### src/lbpd_pkg.sv
package lbpd_pkg;

  // ----------------------------------------
  // Bus and counts
  // ----------------------------------------
  localparam int unsigned ADDR_W  = 16;
  localparam int unsigned DATA_W  = 8;
  localparam int unsigned N_REG   = 9;
  localparam int unsigned N_INREF = 4;
  localparam int unsigned N_OUT   = 8;
  localparam int unsigned N_DLOOP = 2;

  // ----------------------------------------
  // Register offsets
  // ----------------------------------------
  localparam logic [15:0] OFS_FILTER = 16'h00b0;
  localparam logic [15:0] OFS_MODE   = 16'h00b1;
  localparam logic [15:0] OFS_CODE_A = 16'h00b2;
  localparam logic [15:0] OFS_CODE_B = 16'h00b3;
  localparam logic [15:0] OFS_SPARE  = 16'h00b4;
  localparam logic [15:0] OFS_INREF  = 16'h00b5;
  localparam logic [15:0] OFS_ALOOP  = 16'h00b6;
  localparam logic [15:0] OFS_OUT    = 16'h00b7;
  localparam logic [15:0] OFS_DLCAL  = 16'h00b8;

  // ----------------------------------------
  // Field positions
  // ----------------------------------------
  localparam int unsigned CPSET_LSB  = 5;
  localparam int unsigned RS_LSB     = 3;
  localparam int unsigned CP_LSB     = 1;
  localparam int unsigned WPOST_BIT  = 0;
  localparam int unsigned SYN_BIT    = 3;
  localparam int unsigned DLCNT_BIT  = 1;
  localparam int unsigned DBITM_BIT  = 0;
  localparam int unsigned VCOMAN_BIT = 5;
  localparam int unsigned CODE_LSB   = 0;
  localparam int unsigned DBL_BIT    = 0;
  localparam int unsigned ALDIS_BIT  = 4;
  localparam int unsigned DLDIS_LSB  = 2;
  localparam int unsigned CALRST_LSB = 0;

  // ----------------------------------------
  // Writable bit masks per register
  // ----------------------------------------
  localparam logic [7:0] MASK_FILTER = 8'hff;
  localparam logic [7:0] MASK_MODE   = 8'h0b;
  localparam logic [7:0] MASK_CODE_A = 8'h3f;
  localparam logic [7:0] MASK_CODE_B = 8'h1f;
  localparam logic [7:0] MASK_SPARE  = 8'h01;
  localparam logic [7:0] MASK_INREF  = 8'h0f;
  localparam logic [7:0] MASK_ALOOP  = 8'h10;
  localparam logic [7:0] MASK_OUT    = 8'hff;
  localparam logic [7:0] MASK_DLCAL  = 8'h0f;

  // ----------------------------------------
  // Reset values (whole bytes)
  // ----------------------------------------
  localparam logic [7:0] RST_FILTER = 8'h8b;
  localparam logic [7:0] RST_MODE   = 8'h02;
  localparam logic [7:0] RST_CODE_A = 8'h2b;
  localparam logic [7:0] RST_CODE_B = 8'h00;
  localparam logic [7:0] RST_ZERO   = 8'h00;

  // ----------------------------------------
  // Analog decode constants
  // ----------------------------------------
  localparam logic [9:0]  CP_STEP_UA   = 10'h06e;
  localparam logic [10:0] RPOST_LO_OHM = 11'h1f1;
  localparam logic [10:0] RPOST_HI_OHM = 11'h62c;
  localparam logic [7:0]  CPOST_PF     = 8'h28;
  localparam logic [4:0]  LOCK_PPM_HI  = 5'h10;
  localparam logic [4:0]  LOCK_PPM_LO  = 5'h01;

  // ----------------------------------------
  // Carriers
  // ----------------------------------------
  typedef struct packed {
    logic [2:0] cp_sel;
    logic [1:0] rs_sel;
    logic [1:0] cap_sel;
    logic       pole_sel;
    logic       lock_acc;
    logic       lock_manual;
    logic       vco_sel;
    logic [4:0] code_a;
    logic [4:0] code_b;
    logic       synth_only;
    logic       loop_disable;
    logic       cal_reset;
  } lbpd_loop_cfg_s;

  typedef struct packed {
    logic         doubler_bypass;
    logic [3:0]   inref_disable;
    logic [7:0]   out_disable;
    logic [1:0]   dloop_disable;
    logic [1:0]   cal_reset;
  } lbpd_power_cfg_s;

endpackage

### src/lbpd_loop_ctrl.sv
`timescale 1ns/1ps
module lbpd_loop_ctrl (
  input  wire logic                    clk,
  input  wire logic                    rst,
  input  wire lbpd_pkg::lbpd_loop_cfg_s cfg,
  output logic [9:0]                   cp_current_ua,
  output logic [10:0]                  series_res_ohm,
  output logic [7:0]                   par_cap_pf,
  output logic [10:0]                  post_res_ohm,
  output logic [4:0]                   lock_ppm,
  output logic                         lock_auto,
  output logic                         vco_a_active,
  output logic [4:0]                   lock_code,
  output logic                         loop_run
);
  logic [9:0]  cp_nxt;
  logic [10:0] rs_nxt;
  logic [7:0]  cap_nxt;
  logic [10:0] post_nxt;
  logic [4:0]  ppm_nxt;
  logic [4:0]  code_nxt;

  function automatic logic [10:0] rs_ohm(input logic [1:0] s);
    case (s)
      2'h0:    rs_ohm = 11'h14a;
      2'h1:    rs_ohm = 11'h280;
      2'h2:    rs_ohm = 11'h4b0;
      default: rs_ohm = 11'h6fe;
    endcase
  endfunction

  function automatic logic [7:0] cap_pf(input logic [1:0] s);
    case (s)
      2'h0:    cap_pf = 8'h28;
      2'h1:    cap_pf = 8'h50;
      2'h2:    cap_pf = 8'h8c;
      default: cap_pf = 8'hc8;
    endcase
  endfunction

  // Decode of analog settings
  always_comb begin
    cp_nxt   = 10'((11'(cfg.cp_sel) + 11'h001) * 11'(lbpd_pkg::CP_STEP_UA));
    rs_nxt   = rs_ohm(cfg.rs_sel);
    cap_nxt  = cap_pf(cfg.cap_sel);
    post_nxt = cfg.pole_sel ? lbpd_pkg::RPOST_HI_OHM : lbpd_pkg::RPOST_LO_OHM;
    ppm_nxt  = cfg.lock_acc ? lbpd_pkg::LOCK_PPM_HI : lbpd_pkg::LOCK_PPM_LO;
    code_nxt = cfg.vco_sel ? cfg.code_a : cfg.code_b;
  end

  // Output registers
  always_ff @(posedge clk or posedge rst) begin
    if (rst) begin
      cp_current_ua  <= 10'h000;
      series_res_ohm <= 11'h000;
      par_cap_pf     <= 8'h00;
      post_res_ohm   <= 11'h000;
      lock_ppm       <= 5'h00;
      lock_auto      <= 1'b1;
      vco_a_active   <= 1'b1;
      lock_code      <= 5'h00;
      loop_run       <= 1'b0;
    end else begin
      cp_current_ua  <= cp_nxt;
      series_res_ohm <= rs_nxt;
      par_cap_pf     <= cap_nxt;
      post_res_ohm   <= post_nxt;
      lock_ppm       <= ppm_nxt;
      lock_auto      <= ~cfg.lock_manual;
      vco_a_active   <= cfg.vco_sel;
      lock_code      <= code_nxt;
      loop_run       <= ~cfg.loop_disable;
    end
  end
endmodule

### src/lbpd_power_ctrl.sv
`timescale 1ns/1ps
module lbpd_power_ctrl (
  input  wire logic                     clk,
  input  wire logic                     rst,
  input  wire lbpd_pkg::lbpd_power_cfg_s cfg,
  output logic [3:0]                    inref_en,
  output logic [7:0]                    out_oe,
  output logic [1:0]                    dloop_en,
  output logic [1:0]                    cal_run,
  output logic                          xtal_doubled
);
  lbpd_pkg::lbpd_power_cfg_s cfg_nxt;

  // Pass settings into the register stage
  always_comb begin
    cfg_nxt = cfg;
  end

  // Enables are the inverse of the disable bits
  always_ff @(posedge clk or posedge rst) begin
    if (rst) begin
      inref_en     <= 4'h0;
      out_oe       <= 8'h00;
      dloop_en     <= 2'h0;
      cal_run      <= 2'h0;
      xtal_doubled <= 1'b0;
    end else begin
      inref_en     <= ~cfg_nxt.inref_disable;
      out_oe       <= ~cfg_nxt.out_disable;
      dloop_en     <= ~cfg_nxt.dloop_disable;
      cal_run      <= ~cfg_nxt.cal_reset;
      xtal_doubled <= ~cfg_nxt.doubler_bypass;
    end
  end
endmodule

### src/lbpd_regs.sv
// Overview of operation
// - Charge pump current code resets to 100b; steps of 110 uA from 110 uA.
// - Series resistor code resets to 01b; 330, 640, 1200 or 1790 ohms.
// - Parallel capacitor code resets to 01b; 40, 80, 140 or 200 pF.
// - Second pole bit resets to 1; 1 picks higher post resistance.
// - Lock accuracy bit resets to 1 (16 ppm); software clears it above 95nF.
// - Lock override bit: 0 automatic lock (default), 1 manual lock codes.
// - Manual VCO select: 1 first VCO (default), 0 second VCO.
// - Two five-bit manual lock codes, defaults 01011b and 00000b.
// - Synth-only bit resets to 0; 1 uses crystal reference alone.
// - Reserved bits are written as zero; reads of them are undefined.
// - Doubler bypass resets to 0 (doubled crystal); 1 uses plain crystal.
// - Four input reference disable bits in 00B5 bits 3..0, default 0.
// - Analog loop disable bit in 00B6 disables second loop when 1.
// - Eight output disable bits in 00B7 turn off logic and driver.
// - Two digital loop disable bits in 00B8, default 0 enabled.
// - Two calibration reset bits hold calibration off while set.
// - Second loop fields sit in 00B0..00B3, 00B6 bit 4 and 00B8 bit 1 at their fixed bit positions.
`timescale 1ns/1ps
module lbpd_regs #(
  parameter logic [1:0] FREERUN_STATE = 2'h3
) (
  input  wire logic        clk,
  input  wire logic        rst,
  input  wire logic [15:0] cfg_addr,
  input  wire logic [7:0]  cfg_wdata,
  input  wire logic        cfg_wr,
  input  wire logic        cfg_rd,
  output logic [7:0]       cfg_rdata,
  output logic             cfg_rd_valid,
  input  wire logic [1:0]  digital_loop_state_field,
  output logic             synth_state_mismatch,
  output logic             synth_only_mode,
  output logic             lock_manual_override,
  output logic [4:0]       manual_lock_code_vco_a,
  output logic [4:0]       manual_lock_code_vco_b,
  output logic [9:0]       cp_current_ua,
  output logic [10:0]      series_res_ohm,
  output logic [7:0]       par_cap_pf,
  output logic [10:0]      post_res_ohm,
  output logic [4:0]       lock_ppm,
  output logic             lock_auto,
  output logic             vco_a_active,
  output logic [4:0]       lock_code,
  output logic             loop_b_run,
  output logic [3:0]       inref_en,
  output logic [7:0]       out_oe,
  output logic [1:0]       dloop_en,
  output logic [1:0]       cal_run,
  output logic             xtal_doubled
);

  // ----------------------------------------
  // Address helpers
  // ----------------------------------------

  // True when the address falls in the bank
  function automatic logic addr_hit(
    input logic [15:0] a
  );
    addr_hit = (a >= lbpd_pkg::OFS_FILTER) &&
               (a <= lbpd_pkg::OFS_DLCAL);
  endfunction

  // Index of a byte register within the bank
  function automatic logic [3:0] addr_idx(
    input logic [15:0] a
  );
    logic [15:0] d;
    d = a - lbpd_pkg::OFS_FILTER;
    addr_idx = d[3:0];
  endfunction

  // Writable bits of each register
  function automatic logic [7:0] wr_mask(
    input logic [3:0] i
  );
    case (i)
      4'h0:    wr_mask = lbpd_pkg::MASK_FILTER;
      4'h1:    wr_mask = lbpd_pkg::MASK_MODE;
      4'h2:    wr_mask = lbpd_pkg::MASK_CODE_A;
      4'h3:    wr_mask = lbpd_pkg::MASK_CODE_B;
      4'h4:    wr_mask = lbpd_pkg::MASK_SPARE;
      4'h5:    wr_mask = lbpd_pkg::MASK_INREF;
      4'h6:    wr_mask = lbpd_pkg::MASK_ALOOP;
      4'h7:    wr_mask = lbpd_pkg::MASK_OUT;
      4'h8:    wr_mask = lbpd_pkg::MASK_DLCAL;
      default: wr_mask = 8'h00;
    endcase
  endfunction

  // Reset value of each register
  function automatic logic [7:0] rst_val(
    input logic [3:0] i
  );
    case (i)
      4'h0:    rst_val = lbpd_pkg::RST_FILTER;
      4'h1:    rst_val = lbpd_pkg::RST_MODE;
      4'h2:    rst_val = lbpd_pkg::RST_CODE_A;
      4'h3:    rst_val = lbpd_pkg::RST_CODE_B;
      default: rst_val = lbpd_pkg::RST_ZERO;
    endcase
  endfunction

  // ----------------------------------------
  // Register storage
  // ----------------------------------------
  logic [7:0]  reg_r   [lbpd_pkg::N_REG];
  logic [7:0]  reg_nxt [lbpd_pkg::N_REG];
  logic [7:0]  rdata_r;
  logic [7:0]  rdata_nxt;
  logic        rvld_r;
  logic        rvld_nxt;
  logic        mism_r;
  logic        mism_nxt;
  logic        hit;
  logic [3:0]  idx;

  // Decode of the current access
  assign hit = addr_hit(cfg_addr);
  assign idx = addr_idx(cfg_addr);

  // Next values of the register bank
  always_comb begin
    for (int i = 0; i < lbpd_pkg::N_REG; i++) begin
      reg_nxt[i] = reg_r[i];
    end
    if (cfg_wr && hit) begin
      // Reserved bits never store anything
      reg_nxt[idx] = cfg_wdata & wr_mask(idx);
    end
  end

  // Bank registers with per-field defaults
  always_ff @(posedge clk or posedge rst) begin
    if (rst) begin
      reg_r[0] <= lbpd_pkg::RST_FILTER;
      reg_r[1] <= lbpd_pkg::RST_MODE;
      reg_r[2] <= lbpd_pkg::RST_CODE_A;
      reg_r[3] <= lbpd_pkg::RST_CODE_B;
      reg_r[4] <= lbpd_pkg::RST_ZERO;
      reg_r[5] <= lbpd_pkg::RST_ZERO;
      reg_r[6] <= lbpd_pkg::RST_ZERO;
      reg_r[7] <= lbpd_pkg::RST_ZERO;
      reg_r[8] <= lbpd_pkg::RST_ZERO;
    end else begin
      for (int i = 0; i < lbpd_pkg::N_REG; i++) begin
        reg_r[i] <= reg_nxt[i];
      end
    end
  end

  // ----------------------------------------
  // Read path
  // ----------------------------------------

  // Read data one cycle after the strobe
  always_comb begin
    rdata_nxt = rdata_r;
    rvld_nxt  = cfg_rd;
    if (cfg_rd) begin
      if (hit) begin
        rdata_nxt = reg_r[idx];
      end else begin
        rdata_nxt = 8'h00;
      end
    end
  end

  // Read data registers
  always_ff @(posedge clk or posedge rst) begin
    if (rst) begin
      rdata_r <= 8'h00;
      rvld_r  <= 1'b0;
    end else begin
      rdata_r <= rdata_nxt;
      rvld_r  <= rvld_nxt;
    end
  end

  assign cfg_rdata    = rdata_r;
  assign cfg_rd_valid = rvld_r;

  // ----------------------------------------
  // Field extraction
  // ----------------------------------------
  lbpd_pkg::lbpd_loop_cfg_s  loop_cfg;
  lbpd_pkg::lbpd_power_cfg_s pwr_cfg;

  // Second loop fields
  always_comb begin
    loop_cfg.cp_sel       = reg_r[0][lbpd_pkg::CPSET_LSB +: 3];
    loop_cfg.rs_sel       = reg_r[0][lbpd_pkg::RS_LSB +: 2];
    loop_cfg.cap_sel      = reg_r[0][lbpd_pkg::CP_LSB +: 2];
    loop_cfg.pole_sel     = reg_r[0][lbpd_pkg::WPOST_BIT];
    loop_cfg.lock_acc     = reg_r[1][lbpd_pkg::DLCNT_BIT];
    loop_cfg.lock_manual  = reg_r[1][lbpd_pkg::DBITM_BIT];
    loop_cfg.synth_only   = reg_r[1][lbpd_pkg::SYN_BIT];
    loop_cfg.vco_sel      = reg_r[2][lbpd_pkg::VCOMAN_BIT];
    loop_cfg.code_a       = reg_r[2][lbpd_pkg::CODE_LSB +: 5];
    loop_cfg.code_b       = reg_r[3][lbpd_pkg::CODE_LSB +: 5];
    loop_cfg.loop_disable = reg_r[6][lbpd_pkg::ALDIS_BIT];
    loop_cfg.cal_reset    = reg_r[8][lbpd_pkg::CALRST_LSB + 1];
  end

  // Power-down fields
  always_comb begin
    pwr_cfg.doubler_bypass = reg_r[4][lbpd_pkg::DBL_BIT];
    pwr_cfg.inref_disable  = reg_r[5][3:0];
    pwr_cfg.out_disable    = reg_r[7];
    pwr_cfg.dloop_disable  = reg_r[8][lbpd_pkg::DLDIS_LSB +: 2];
    pwr_cfg.cal_reset      = reg_r[8][lbpd_pkg::CALRST_LSB +: 2];
  end

  // Raw mode fields for the loop logic
  assign synth_only_mode        = loop_cfg.synth_only;
  assign lock_manual_override   = loop_cfg.lock_manual;
  assign manual_lock_code_vco_a = loop_cfg.code_a;
  assign manual_lock_code_vco_b = loop_cfg.code_b;

  // ----------------------------------------
  // Synth-only consistency flag
  // ----------------------------------------

  // Flags synth-only mode without forced free-run
  always_comb begin
    mism_nxt = loop_cfg.synth_only &&
               (digital_loop_state_field != FREERUN_STATE);
  end

  // Consistency flag register
  always_ff @(posedge clk or posedge rst) begin
    if (rst) begin
      mism_r <= 1'b0;
    end else begin
      mism_r <= mism_nxt;
    end
  end

  assign synth_state_mismatch = mism_r;

  // ----------------------------------------
  // Second loop control
  // ----------------------------------------
  lbpd_loop_ctrl u_loop (
    .clk            (clk),
    .rst            (rst),
    .cfg            (loop_cfg),
    .cp_current_ua  (cp_current_ua),
    .series_res_ohm (series_res_ohm),
    .par_cap_pf     (par_cap_pf),
    .post_res_ohm   (post_res_ohm),
    .lock_ppm       (lock_ppm),
    .lock_auto      (lock_auto),
    .vco_a_active   (vco_a_active),
    .lock_code      (lock_code),
    .loop_run       (loop_b_run)
  );

  // ----------------------------------------
  // Power-down control
  // ----------------------------------------
  lbpd_power_ctrl u_power (
    .clk          (clk),
    .rst          (rst),
    .cfg          (pwr_cfg),
    .inref_en     (inref_en),
    .out_oe       (out_oe),
    .dloop_en     (dloop_en),
    .cal_run      (cal_run),
    .xtal_doubled (xtal_doubled)
  );

endmodule

### config.mk
export PLATFORM = sky130hd
export DESIGN_NAME = lbpd_regs
export DESIGN_NICKNAME = d
export VERILOG_FILES = /design/src/lbpd_pkg.sv /design/src/lbpd_loop_ctrl.sv /design/src/lbpd_power_ctrl.sv /design/src/lbpd_regs.sv
export SDC_FILE = /design/constraint.sdc
export NUM_CORES = 1
export LEC_CHECK = 0
export BUFFER_PORTS_ARGS = -buffer_cell sky130_fd_sc_hd__buf_4
export CAP_MARGIN = 0
export CORE_ASPECT_RATIO = 2
export CORE_MARGIN = 1
export CORE_UTILIZATION = 40
export CTS_CLUSTER_DIAMETER = 30
export CTS_CLUSTER_SIZE = 10
export DETAILED_ROUTE_END_ITERATION = 10
export PLACE_DENSITY_LB_ADDON = 0.25
export SLEW_MARGIN = 25
export SYNTH_ARGS = -nofsm -noshare
export SYNTH_HDL_FRONTEND = slang
export SYNTH_SLANG_ARGS = --single-unit
export TNS_END_PERCENT = 100
### constraint.sdc
create_clock -name clk -period 4.09 [get_ports clk]
set_input_delay 0.2045 -clock clk [delete_from_list [all_inputs] [get_ports clk]]
set_output_delay 0.2045 -clock clk [all_outputs]
set_load 0.02 [all_outputs]
Yosys cells after proc, flatten, opt, wreduce, memory -nomap -nowiden
Memory sizes are Yosys's and may differ from the RTL's.
Cells that the tools add are included.
Word-level totals
  bits in registers: 151
  ROM bits: 128
  memories: 1
Memory list
  (name not given): words 16, bits a word 8, rd ports 1, clocked after Yosys merged registers in 0, write ports 0, RTL line lbpd_regs.sv:78  | case (i)
Operators by class
  add/sub/neg operators: 2
  $mul: 1
  $lt $le $gt $ge: 4
  eq/ne operators: 5
  muxes and demuxes: 13
  bitwise operators: 9
  reduce and logical (&&, ||, !) cells: 6
Operators by type and width (number)
  $bwmux 72: 1
  $mux 8: 5
  $pmux 11 s3: 1
  $bmux 8 s4: 1
  $demux 8 s4: 1
  $pmux 8 s3: 1
  $ge 16x8->1 const B: 1
  $le 16x8->1 const B: 1
  $mul 11x6->9 const B: 1
  $mux 11: 1
  $mux 5: 2
  $and 8x8->8: 1
  $not 8->8: 1
  $ge 5x5->1 const B: 1
  $lt 5x1->1 const B: 1
  $not 4->5: 1
  $add 3x1->4 const B: 1
  $eq 2x1->1 const B: 2
  $eq 2x2->1 const B: 2
  $logic_and 1x1->1: 4
  $logic_not 2->1: 2
  $not 2->2: 2
  $not 4->4: 1
  $sub 4x1->4 const B: 1
  2 further kinds: 4

Logic depth before layout (Yosys ltp)
Gate-level depths: netlist (run 1).
  depth after elaboration: 7
  gate-level depth with buffers: 14
  mapped depth without buffers: 14

Cells and area by module
From an unflattened synthesis (run 1), not the netlist that was laid out.
Unflattened totals
  cells, all modules: 425
  area, all modules: 5865.6 µm²
By module, submodules not included
  lbpd_regs: instances 1, cells an instance 267, area an instance 3748.6 µm²
  lbpd_loop_ctrl: instances 1, cells an instance 123, area an instance 1624.1 µm²
  lbpd_power_ctrl: instances 1, cells an instance 35, area an instance 493.0 µm²

Least setup slack after synthesis (run 1)
OpenSTA, ideal clock, no wires.
  path kind: register to register
  from: register reg_r (netlist bit loop_cfg[21])
  to: register u_loop.cp_current_ua[9]
  setup time: 127 ps
  arrival: 2859 ps
  data required time: 3963 ps
  slack: 1104 ps
  stages on the path, launching flop included: 13
  path buffers: 0
  period minus slack after synthesis: 2986 ps
  cell sequence: dfrtp_1 > ha_1 > xor2_1 > inv_1 > ha_1 > inv_1 > ha_1 > ha_1 > inv_1 > fa_1 > o21ba_2 > o21ai_0 > xnor2_1
On the way
  word-level cells in the longest chain between the ends: 2
RTL lines
  start, declared: RTL line lbpd_regs.sv:108  | logic [7:0] reg_r [lbpd_pkg::N_REG];
  start signal, assigned by index: RTL line lbpd_regs.sv:148  | reg_r[i] <= reg_nxt[i];
  $add 3x1->4: RTL line lbpd_loop_ctrl.sv:43  | cp_nxt = 10'((11'(cfg.cp_sel) + 11'h001) * 11'(lbpd_pkg::CP_STEP_UA));
  $mul 11x6->9: RTL line lbpd_loop_ctrl.sv:43
  named net u_loop.cp_nxt[9]: RTL line lbpd_loop_ctrl.sv:16  | logic [9:0] cp_nxt;
  end signal, assigned: RTL line lbpd_loop_ctrl.sv:64  | cp_current_ua <= cp_nxt;
  end, declared: RTL line lbpd_loop_ctrl.sv:6  | output logic [9:0] cp_current_ua,
The timed path passes the listed nets, and every way through them passes these cells.
A chain may end at the register's enable or synchronous reset.

Worst setup path in the final report (run 1)
Ends and elaborated chain as after synthesis.

==> results of run 1 <==
[sequential cells by signal, summed over array words and instances, names as in the netlist, 3 cells and up]
register,cells
u_loop.cp_current_ua,9
u_loop.lock_code,5
u_power.inref_en,4
u_power.out_oe,8
manual_lock_code_vco_b,5
cfg_rdata,8
manual_lock_code_vco_a,5
u_loop.par_cap_pf,6
loop_cfg,12
pwr_cfg,16
reg_r,32
u_loop.post_res_ohm,3
u_loop.series_res_ohm,6
[layout by cell type (no fill, tap or decap), drive strengths merged, types with 3 or more instances in the layout]
master  count
nor3        4
nor2       12
bufinv      3
inv        42
dfrtp     122
a221o       7
or2         3
clkbuf     18
ha         22
nor2b      29
dfstp      11
a21oi       6
xnor2       7
nand2       9
mux4       14
buf       115
mux2i       6
and2       18
or3         3
mux2       51
conb        9
o21a        3
clkinv      4
nand2b      4
nand4       3
nor4        3
[area by class of cell]
| type | count | area [µm²] | share of cell area, % |
|---|---|---|---|
| Timing Repair Buffer | 117 | 883 | 11.9 |
| Multi-Input combinational cell | 235 | 2220 | 29.8 |
| Clock inverter | 13 | 171 | 2.30 |
| Inverter | 38 | 148 | 1.98 |
| Tap cell | 195 | 244 | 3.28 |
| Clock buffer | 18 | 439 | 5.90 |
| Sequential cell | 133 | 3340 | 44.9 |
[critical path, stage by stage, from the launching register on]
cell and delay (ns):
dfrtp_1 0.45, ha_1 0.25, xor2_1 0.29, inv_1 0.09, ha_1 0.34, inv_1 0.07, ha_1 0.29, ha_1 0.31
inv_1 0.06, fa_1 0.45, o21ba_2 0.24, o21ai_0 0.22, xnor2_1 0.15
[through the flow]
stage	utilization (%)	cells	total power [mW]	hold slack, ns
finish	50.5	749	3.00	-0.0161
floorplan	-	451	1.42	0.236
global placement	46.2	716	1.46	0.390
CTS	50.5	749	3.04	0.00466
global route	50.5	749	3.11	0.00303
detailed placement	46.2	716	1.46	0.407
[power breakdown]
part | total, mW | internal (mW) | switching, mW
sequential | 1.32 | 1.32 | 0.000366
clock | 1.57 | 0.980 | 0.592
combinational | 0.115 | 0.0380 | 0.0766
[how the worst min path moves through the flow]
stage | to | cells past startpoint | from | slack [ns]
after floorplan | cfg_rd_valid | 0 | cfg_rd | 0.24
after global placement | synth_state_mismatch | 2 | digital_loop_state_field[1] | 0.39
after detailed placement | synth_state_mismatch | 2 | digital_loop_state_field[1] | 0.41
after CTS | cfg_rd_valid | 1 | cfg_rd | 0.005
after global routing | cfg_rd_valid | 1 | cfg_rd | 0.003
final | u_power.dloop_en[1] | 2 | rst | -0.02
[routing by layer]
metal	wire length, µm	up-vias	track usage, %
met1	4820	1801	20.7
li1	-	1659	-
met3	345	21	3.78
met4	490	0	10.5
met2	6940	80	31.2
met5	0	-	0
[timing repair]
action | CTS | global route
resized for setup | 0 | 0
hold endpoints to repair | 1 | 0
hold buffers | 2 | 0
buffers inserted | 0 | 0
[kinds of logic after synthesis]
kind of cell / share of synthesized area [%]
AO/OA/AOI/OAI: 3.34
multiplexers: 16.1
other: 0.125
buffers and inverters: 7.78
flip-flops: 55.7
AND/OR/NAND/NOR: 10.8
XOR/XNOR: 1.31
adder cells (fa/ha/maj): 4.92
==> out/results.txt, run 1 <==
Category of the critical setup timing path: reg -> reg. Summing all placed instances gives a cell area of 0.00682 mm². The worst-case vdd ir drop is 0.000295 V, and the largest fanout on the critical path is 7.

STA classifies the critical path endpoint as a flip-flop. The routed design has 12.6 mm of wire. The H-tree depth is 4. In the global route stage, overall resource usage came out at 18.3%. The logs give 0.809 ns for the worst path setup slack after routing and 42.1% for the max-slew headroom at the worst pin. Die outline width: 88.6 µm. The number of clock sinks seen by CTS is 133, and the violation count after the first detailed-route iteration is 142.

122 I/O pins were placed. Of all flip-flops after synthesis, the portion carrying an async set or reset was 100%. From synthesis to final layout, the design area changed by 24.1%. After clock tree synthesis, the clock-pin slew on the worst setup and hold paths is 0.06 ns. The endpoint identified for the worst register-to-register timing path is u_loop.cp_current_ua[9].

After global routing the overflow that remains totals 0. The run gives 0.897 as the routability-driven placement congestion ratio. Setup violations remaining at the end of the flow were counted as 0. The transition time of the tightest slew-check pin is 0.868 ns. After synthesis the netlist holds a flip-flop and latch count of 133. The tools report the placeable core area as 0.0147 mm². The number of filler instances in the final layout was 1,340. The checks that failed: negative hold slack. The total negative setup slack was 0 ns; the number of warning messages in the yosys log was 0.

The main flop type after synthesis was dfrtp_1. The tools report the arrival time of the worst setup path as 3.62 ns. The die covers 0.0155 mm². Final standard cell area without fillers: 0.00745 mm². The tools report the highest clock frequency the design can meet as 305 MHz.

Most instantiated library cell after synthesis: dfrtp_1. For the antenna diode count, the log shows 0. The commonest cells after synthesis are dfrtp_1 (122), mux2_2 (45), inv_1 (38), buf_4 (29), nor2b_1 (29).

Using the TritonRoute via totals, the vias-per-cell ratio works out to 4.75. The worst clock skew was 0.0104 ns; the buffer levels on the longest clock path was 2. Max-cap violations in this run came to 0. The startpoint identified for the worst register-to-register timing path is loop_cfg[21]. Cells with a size suffix above 1 make up 43.1% of the layout.

The run gives -0.0161 ns as the worst-case hold slack. For the finished layout, the period the worst path requires is 3.28 ns. Counting distinct cell types in the post-synthesis netlist gives 51. The number of global-route vias before repair was 3,958; the mean cell area of the mapped netlist was 13.5 µm².

In the final design database the tool counted 595 nets. The register-to-register path setup slack came out at 0.81 ns. The worst setup path endpoint is u_loop.cp_current_ua[9]. For the number of pins exceeding their max-slew limit in the final report, the log shows 0. After detailed routing, the average wire length per cell comes to 16.8 µm.

The run gives 0.806 ns as the worst-case setup slack after placement. Tracing the worst setup path back leads to its startpoint at loop_cfg[21]. The run gives 9.04 mm as the half-perimeter wire length of the detailed placement result.

The path class of the tightest hold or removal check is in -> async. The number of antenna violations at the first check in global routing is 0. The sort of element at the start of the critical path is a flip-flop. The total of buffers placed on input and output ports came out at 113.

The clock buffer count from CTS came out at 17. The tools report the proportion of synthesized chip area in sequential cells as 55.7%. The number of endpoints with negative hold slack in the final report was 46. Power spread over the standard cell area amounts to 403 mW/mm². In this run the remaining antenna-violating nets after routing total 0. Data on the critical path is required at its endpoint by 4.43 ns. The run finished, with violations left.

In this run the core area contains 63 standard-cell rows. TritonCTS built the clock tree. The detailed-route via count was 3,561; the maximum number of pins on one net before global-route repair was 99.

The final cycle utilization of the critical path works out to 80.2%. The number of enable flip-flop cells after synthesis works out to 0. The run gives 4 as the detailed-router iteration count before antenna repair. For this run, design rule violations remaining after detail routing come to 0.

The leakage power summed over all cells was 3.61 nW. For this configuration, the core starts out at a cell density of 40.7%. Setup repair after global routing left no endpoint under its margin.

The cell area that synthesis handed to floorplanning was 0.00600 mm². After synthesis, the cell types taking the most area are dfrtp_1 (51%), mux2_2 (8.4%), mux4_2 (5.3%). The clock insertion delay at the later pin of the skew report is 0.42 ns, and the number of cell instances on the worst register-to-register path is 12. Measured along the y axis, the die boundary spans 175 µm. Post-synthesis cell count: 444. Summed over all instances, the cell type with the most area after synthesis is dfrtp_1. The first global-routing pass estimated 20.7 mm of wire.

The area share of the leading cell type in the synthesized netlist is 50.9%. The cell sitting at the root of the clock tree is a clkbuf_16.
Note: power is estimated with default switching activity, not from simulation.
==> run 2: changes to the inputs <==
--- a/config.mk
+++ b/config.mk
@@ -5,6 +5,7 @@
 export SDC_FILE = /design/constraint.sdc
 export NUM_CORES = 1
 export LEC_CHECK = 0
+export ABC_AREA = 1
 export BUFFER_PORTS_ARGS = -buffer_cell sky130_fd_sc_hd__buf_4
 export CAP_MARGIN = 0
 export CORE_ASPECT_RATIO = 2
==> constraint.sdc (replaced) <==
create_clock -name clk -period 2.8 [get_ports clk]
set_input_delay 0.14 -clock clk [delete_from_list [all_inputs] [get_ports clk]]
set_output_delay 0.14 -clock clk [all_outputs]
set_load 0.02 [all_outputs]
==> run 2 against run 1 <==
Compared with the run above: the flow now finishes without violations; power rose by 38%; sequential cell count is the same; clock power increased by 27%; register-to-register slack got worse by 0.78 ns; sequential power grew 46%; fmax rose by 18%; sequential share of layout area is 1.1 points lower; global-route usage up 3.3 points; design area is 2.4% higher; via count grew 31%.
==> out/results.txt, run 2 <==
The run finished with clean final reports. The number of filler instances in the final layout was 1,436 (+7.2%). The most instantiated library cell after synthesis is nand2_1.

The final critical-path required period came out at 2.77 ns (-0.506 ns). The final cycle utilization of the critical path is 99.1% (+19 points), and the leakage power summed over all cells is 3.89 nW (+7.6%). The register clock-pin slew on the reported worst setup and hold paths is 0.06 ns (about the same). The logs give 0.894 (-0.35%) for the routability-driven placement congestion ratio and 0.00605 mm² (+0.81%) for the netlist area before placement. The antenna diode count is 0 (unchanged), and the residual overflow from global routing is 0 (unchanged). Reported max-cap violation count: 0 (unchanged). The async set-or-reset flop fraction in the synthesized netlist was 100% (unchanged). The via count normalized by instance count was 4.73 (-0.42%); the worst clock skew was 0.00890 ns (-0.00151 ns).

The wire length after detailed routing was 15.7 mm (+25%); the I/O pin count was 122 (unchanged). The half-perimeter wire length of the detailed placement result was 11.5 mm (+27%). Counting instances in the post-synthesis netlist gives the leading cell types as nand2_1 (131), dfrtp_1 (122), inv_1 (93), nor2_1 (89), nand3_1 (40).

The post-detailed-route wirelength per cell was 16.0 µm (-4.9%); the clock buffer count from CTS was 17 (unchanged). The register bit count reported by yosys was 133 (unchanged); the share of cell area taken by muxes after synthesis was 0% (-16 points). The run gives 665 (+50%) as the post-synthesis cell count. Die outline height: 176 µm (+0.40%). Final instance count without filler cells: 983 (+31%).

Largest fanout on the critical path: 5 (-2). In the layout the commonest cells are nand2_1 (130), buf_4 (123), dfrtp_1 (122). The number of warning messages in the yosys log was 0 (unchanged); the area of the die was 0.0157 mm² (+0.80%). The final layout net count was 828 (+39%). The placeable core area was 0.0148 mm² (+0.53%); the xor and xnor area share after synthesis was 1.30% (-0.011 points).

The fraction of the mapped netlist area in compound gates is 6.02% (+2.7 points). The tools report the worst-case vdd ir drop as 0.000444 V (+50%). The flip-flop count of the largest register, all copies and words added works out to 32 (unchanged). The register-to-register path setup slack is 0.03 ns (-0.78 ns), and the remaining routing DRC violations is 0 (unchanged). The total of endpoints with negative setup slack in the final report came out at 0 (unchanged). The mean cell area of the mapped netlist is 9.10 µm² (-33%).

The global-route wire length before repair was 24.6 mm (+18%). The number of global-route vias before repair was 4,678 (+18%). The adder-cell area share of the yosys netlist came out at 4.88% (-0.040 points). For the number of antenna violations at the first check in global routing, the log shows 0 (unchanged). Area share of the leading cell type in the synthesized netlist: 50.5% (-0.41 points). The number of endpoints with negative hold slack in the final report came out at 0 (-100%). The path with the worst hold slack has its endpoint at loop_cfg[18]. The transition time of the tightest slew-check pin is 0.762 ns (-0.106 ns). Main flop type after synthesis: dfrtp_1. The critical path is of the reg -> reg type. The area after detailed placement is 0.00692 mm² (+1.6%).

The instance count after placement with tap cells included was 942 (+32%). STA classifies the critical path startpoint as a flip-flop. The proportion of synthesized chip area in sequential cells is 55.2% (-0.45 points), and the detailed-router iteration count before antenna repair is 6 (+2).

The logs give 40.8% (+0.11 points) for the effective utilization at floorplan and 0.42 ns (about the same) for the clock insertion delay at the later pin of the skew report. The biggest area contributor in the post-synthesis netlist is dfrtp_1. The violation count after the first detailed-route iteration was 235 (+65%). Startpoint of the worst register-to-register path: loop_cfg[22].

The run gives 4,654 (+31%) as the detailed-route via count. Setup repair after global routing could not meet its margin everywhere. The growth of design area from synthesis to finish was 26.0%.

The worst hold path belongs to the class in -> reg. The ratio of total power to cell area was 544 mW/mm² (+35%); the number of antenna-violating nets in the routed design was 0 (unchanged). The worst path setup slack after routing is 0.0257 ns (-0.784 ns). The die outline width came out at 89.0 µm (+0.40%). The run gives 0.00763 mm² (+2.4%) as the final standard cell area without fillers.

The distinct cell type count after synthesis is 40 (-22%). The share of post-route cells with drive strength above 1 was 26.8% (-16 points). The simple logic cell fraction of the synthesized area was 20.6% (+9.8 points). The number of cell instances on the worst register-to-register path is 14 (+2). TritonCTS built the clock tree. The run gives -0.154 ns (-0.960 ns) as the worst-case setup slack after placement. The total number of placement rows was 63 (unchanged). The max-slew headroom at the worst pin came out at 49.0% (+6.9 points). The highest clock frequency the design can meet was 360 MHz (+18%). The clock root buffer master was clkbuf_16.

The H-tree depth is 4 (unchanged), and the number of stages on the worst hold path is 3. After synthesis, the cell types taking the most area are dfrtp_1 (50%), nand2_1 (8.1%), inv_1 (5.8%). In this run the most critical hold path is launched from cfg_wdata[2].

The most frequent standard cell in the layout excluding fill and tap cells is nand2_1. The maximum number of pins on one net before global-route repair was 134 (+35%). In this run the critical register-to-register path is captured at u_loop.cp_current_ua[8].

More flip-flops sit in one register than any other, and that register is reg_r. The number of enable flip-flop cells after synthesis is 0 (unchanged), and the number of clock sinks seen by CTS is 133 (unchanged). The total global-route track usage was 21.6% (+3.3 points). After synthesis, the largest family of logic cells by area is simple AND/OR/NAND/NOR gates. The number of pins exceeding their max-slew limit in the final report is 0 (unchanged), and the total of buffers placed on input and output ports is 113 (unchanged).

The arrival time of the worst setup path came out at 3.07 ns (-0.55 ns). The buffer levels on the longest clock path was 2 (unchanged). The kind of end point of the critical path was a flip-flop. The run gives 3.10 ns (-1.33 ns) as the required time at the worst-slack endpoint.
==> run 2: power by group <==
part / internal [mW] / total, mW / switching, mW
clock: 1.14 / 2.00 / 0.863
sequential: 1.93 / 1.93 / 0.000810
combinational: 0.0642 / 0.221 / 0.157
total: 3.13 / 4.15 / 1.02
==> run 2: logic make-up after synthesis <==
kind of cell	after synthesis
AND/OR/NAND/NOR	285
buffers and inverters	148
flip-flops	133
AO/OA/AOI/OAI	65
adder cells (fa/ha/maj)	23
XOR/XNOR	9
other	2
==> run 2: area by class of cell <==
type	count	area, µm²	share of cell area, %
multi-input cells	391	2110	27.7
repair buffers	131	1010	13.3
clock buffers	18	429	5.63
well taps	195	244	3.20
flip-flops and latches	133	3340	43.8
clock inverters	14	103	1.35
inverters	101	383	5.02
==> run 2: worst max path at each step <==
stage | slack [ns] | endpoint | cells after the start | start
after floorplan | 0.03 | u_loop.cp_current_ua[9] | 12 | loop_cfg[22]
after global placement | 0.006 | u_loop.cp_current_ua[9] | 12 | loop_cfg[22]
after detailed placement | -0.15 | u_loop.cp_current_ua[9] | 12 | loop_cfg[22]
after CTS | 0.003 | u_loop.cp_current_ua[9] | 12 | loop_cfg[22]
after global routing | -0.13 | u_loop.cp_current_ua[8] | 14 | loop_cfg[22]
final | 0.03 | u_loop.cp_current_ua[8] | 14 | loop_cfg[22]
==> run 2: timing repair <==
action / in CTS / in global routing
gates cloned: 0 / 0
pin swaps: 2 / 2
gates resized for setup: 5 / 9
endpoints found under the setup margin: 4 / 4
buffers inserted: 0 / 2
endpoints found under the hold margin: 129 / 0
hold buffers: 7 / 0
==> run 2: per-stage QoR <==
stage	power (mW)	setup TNS, ns	hold WS, ns	utilization (%)
5_1_grt	4.29	-0.341	0.0458	51.5
3_3_place_gp	2.17	0	0.262	46.7
2_1_floorplan	2.09	0	0.171	-
3_5_place_dp	2.18	-0.362	0.262	46.7
6_report	4.15	0	0.0436	51.5
4_1_cts	4.19	0	0.0355	51.0
==> run 2: per-layer routing <==
layer / vias up / routed length (µm) / GRT usage [%]
met2: 175 / 8770 / 38.8
li1: 2242 / - / -
met4: 0 / 945 / 13.4
met1: 2183 / 5410 / 22.5
met3: 54 / 592 / 3.93
met5: - / 0 / 0
==> run 2: critical path, cell delays in order (launching register included) <==
cell and delay [ns]:
dfrtp_1 0.40, ha_2 0.22, xor2_2 0.17, inv_1 0.11, ha_4 0.29, inv_2 0.05, ha_4 0.15, a21oi_1 0.14
xor2_1 0.19, inv_1 0.11, ha_4 0.28, a21o_1 0.20, nand2_1 0.08, nand3_1 0.11, xor2_1 0.15
==> run 3: changes to the inputs <==
--- a/config.mk
+++ b/config.mk
@@ -9,11 +9,12 @@
 export BUFFER_PORTS_ARGS = -buffer_cell sky130_fd_sc_hd__buf_4
 export CAP_MARGIN = 0
 export CORE_ASPECT_RATIO = 2
-export CORE_MARGIN = 1
+export CORE_MARGIN = 2
 export CORE_UTILIZATION = 40
 export CTS_CLUSTER_DIAMETER = 30
 export CTS_CLUSTER_SIZE = 10
 export DETAILED_ROUTE_END_ITERATION = 10
+export HOLD_SLACK_MARGIN = 0.02
 export PLACE_DENSITY_LB_ADDON = 0.25
 export SLEW_MARGIN = 25
 export SYNTH_ARGS = -nofsm -noshare
==> constraint.sdc (replaced) <==
create_clock -name clk -period 2.8 [get_ports clk]
set_input_delay 0.56 -clock clk [delete_from_list [all_inputs] [get_ports clk]]
set_output_delay 0.56 -clock clk [all_outputs]
set_load 0.02 [all_outputs]
==> run 3 against run 2 <==
Compared with the run above: critical path depth down 3; via count fell by 0.73%; worst setup slack better by 0.092 ns; global-route usage down 1.8 points.
==> out/results.txt, run 3 (synthesized netlist as in run 2, its figures left out) <==
The run gives 0 (unchanged) as the total of endpoints with negative setup slack in the final report. The run finished with clean final reports. The tools report the detailed-router iteration count before antenna repair as 4 (-2). The top cell family by delay on the critical path is adder cells.

For the detailed-route via count, the log shows 4,620 (-0.73%). The half-perimeter wire length of the detailed placement result was 11.4 mm (-0.86%); the number of cell instances on the worst register-to-register path was 11 (-3). The utilization after layout came out at 51.4% (-0.068 points).

The total of buffers placed on input and output ports is 113 (unchanged). The H-tree depth is 4 (unchanged). The die outline height works out to 178 µm (+1.1%).

Setup repair after global routing left no endpoint under its margin. The area growth from synthesis to layout is 25.9%. The tools report the antenna diode count as 0 (unchanged). The worst hold-check path type is in -> reg. The flip-flop count of the largest register, all copies and words added was 32 (unchanged); the clock insertion delay at the later pin of the skew report was 0.41 ns (about the same). The final layout net count came out at 826 (-0.24%). The transition time of the tightest slew-check pin came out at 0.728 ns (-0.0348 ns). The via count normalized by instance count is 4.71 (-0.43%), and the global-route wire length before repair is 24.1 mm (-1.7%). The delay of the slowest critical-path stage works out to 0.38 ns (-0.02 ns). The share of post-route cells with drive strength above 1 works out to 27.5% (+0.74 points).

The final critical-path required period came out at 2.68 ns (-0.0919 ns). The die outline width works out to 91.0 µm (+2.2%). The most frequent standard cell in the layout excluding fill and tap cells is nand2_1. The routability-driven placement congestion ratio is 0.965 (+8.0%), and the I/O pin count is 122 (unchanged).

Category of the critical setup timing path: reg -> reg. The number of endpoints with negative hold slack in the final report is 0 (unchanged). The number of clock sinks seen by CTS was 133 (unchanged); the post-detailed-route wirelength per cell was 15.9 µm (-0.80%). The leakage power summed over all cells is 3.90 nW (+0.24%), and the area of the die is 0.0162 mm² (+3.4%). The clock buffer count from CTS is 17 (unchanged).

The required time at the worst-slack endpoint is 3.13 ns (+0.03 ns). The logs give 373 MHz (+3.4%) for the highest clock frequency the design can meet and 4.29 mW (+3.5%) for the overall power consumption. The run gives 0.000447 V (+0.61%) as the worst-case vdd ir drop. Remaining routing DRC violations: 0 (unchanged). The endpoint of the worst hold-timing path is cfg_rd_valid. The library cells used most frequently in the layout, excluding fill and tap cells, are nand2_1 (130), buf_4 (128), dfrtp_1 (122). The maximum number of pins on one net before global-route repair is 134 (unchanged), and the critical path buffer and inverter count is 4 (+1). In this run the critical register-to-register path is captured at u_loop.cp_current_ua[7]. The tools report the number of antenna-violating nets in the routed design as 0 (unchanged). The run gives 0 (unchanged) as the number of pins exceeding their max-slew limit in the final report.

The worst-path cell with the longest stage delay is dfrtp_1. For the arrival time of the worst setup path, the log shows 3.01 ns (-0.06 ns). The tools report the origin of the worst min-delay path as cfg_rd. The tree is rooted in a clkbuf_16. Wire length after detailed routing: 15.5 mm (-1.1%). The register clock-pin slew on the reported worst setup and hold paths is 0.06 ns (about the same), and the number of antenna violations at the first check in global routing is 0 (unchanged).

The effective utilization at floorplan was 40.8% (unchanged). The placeable core area came out at 0.0148 mm² (unchanged). The run gives 19.9% (-1.8 points) as the total global-route track usage.

The register ranked first by flip-flop count was reg_r. The register-to-register path setup slack is 0.12 ns (+0.09 ns), and the total number of placement rows is 63 (unchanged). The largest fanout on the critical path is 6 (+1).

The violation count after the first detailed-route iteration is 265 (+13%). Number of stages on the worst hold path: 1 (-2). STA classifies the critical path endpoint as a flip-flop.

Reported max-cap violation count: 0 (unchanged). For the residual overflow from global routing, the log shows 0 (unchanged). Final cycle utilization of the critical path: 95.8% (-3.3 points). The buffer levels on the longest clock path was 2 (unchanged).

By instance count, the cell type seen most on the critical path is ha_1. The startpoint of the worst register-to-register path was loop_cfg[21]. The number of global-route vias before repair came out at 4,723 (+0.96%). Traced cell by cell, the critical path runs through buf_4, inv_2, ha_4, inv_2, ha_1, ha_1, ha_1, inv_1, fa_2, o21ai_1, xor2_1. TritonCTS built the clock tree. STA classifies the critical path startpoint as a flip-flop. The max-slew headroom at the worst pin is 51.5% (+2.5 points), and the worst clock skew is 0.00582 ns (-0.00308 ns).

The ratio of total power to cell area was 564 mW/mm² (+3.7%).
==> run 3: cell types whose count changed in the layout (fill, tap and decap cells not counted), moves of 2 or more <==
cell           previous run  this run
inv_1                    90        88
bufinv_16                 0         2
dlygate4sd3_1             7         0
inv_2                     9        11
clkinv_4                  2         0
buf_4                   123       128
inv_6                     4         2
==> run 3: final cells by class <==
cell class	count	area, µm²
fillers	1438	7200
well taps	195	244
clock inverters	12	130
repair buffers	129	981
inverters	101	383
clock buffers	19	443
multi-input cells	391	2090
flip-flops and latches	133	3340
==> run 3: how the worst max path moves through the flow <==
stage                 startpoint                       to  slack (ns)  cells past startpoint
finish              loop_cfg[21]  u_loop.cp_current_ua[7]        0.12                     11
global route        loop_cfg[22]  u_loop.cp_current_ua[7]        0.02                     10
CTS                 loop_cfg[22]  u_loop.cp_current_ua[8]       0.006                     14
detailed placement  loop_cfg[23]  u_loop.cp_current_ua[9]       -0.16                     12
global placement    loop_cfg[22]  u_loop.cp_current_ua[9]        0.01                     12
floorplan           loop_cfg[22]  u_loop.cp_current_ua[9]        0.03                     12
==> run 3: repair_timing <==
item | in CTS | in global routing
hold buffers | 0 | 0
pin swaps | 0 | 1
endpoints found under the setup margin | 4 | 4
setup buffers | 2 | 0
gates resized for setup | 6 | 8
==> run 3: power breakdown <==
| group | leakage, nW | switching [mW] | internal, mW |
|---|---|---|---|
| Clock | 0.268 | 0.824 | 1.33 |
| Sequential | 1.48 | 0.000858 | 1.93 |
| Combinational | 2.15 | 0.155 | 0.0593 |
| Total | 3.90 | 0.980 | 3.31 |
==> run 3: metrics by stage <==
stage	hold slack, ns	setup WS [ns]	setup TNS (ns)	area, µm²	std cells
detailed placement	0.391	-0.163	-0.327	6960	947
global placement	0.392	0.0102	0	6960	947
CTS	0.261	0.00604	0	7580	980
finish	0.266	0.118	0	7620	980
global route	0.253	0.0224	0	7620	980
floorplan	0.383	0.0307	0	6090	672
==> run 3: metal layers <==
metal	part of all wire, %	vias up	GRT usage (%)	wire length [µm]
li1	-	2230	-	-
met1	34	2183	19.5	5260
met3	3.9	53	3.61	604
met2	55	154	35.8	8510
met4	7.5	0	16.4	1170
met5	0	-	0	0
==> run 3: worst register-to-register path, cell delays in order (launching register included) <==
cell     delay, ns
dfrtp_1       0.38
buf_4         0.17
inv_2         0.11
ha_4          0.23
inv_2         0.10
ha_1          0.28
ha_1          0.29
ha_1          0.19
inv_1         0.07
fa_2          0.38
o21ai_1       0.20
xor2_1        0.19
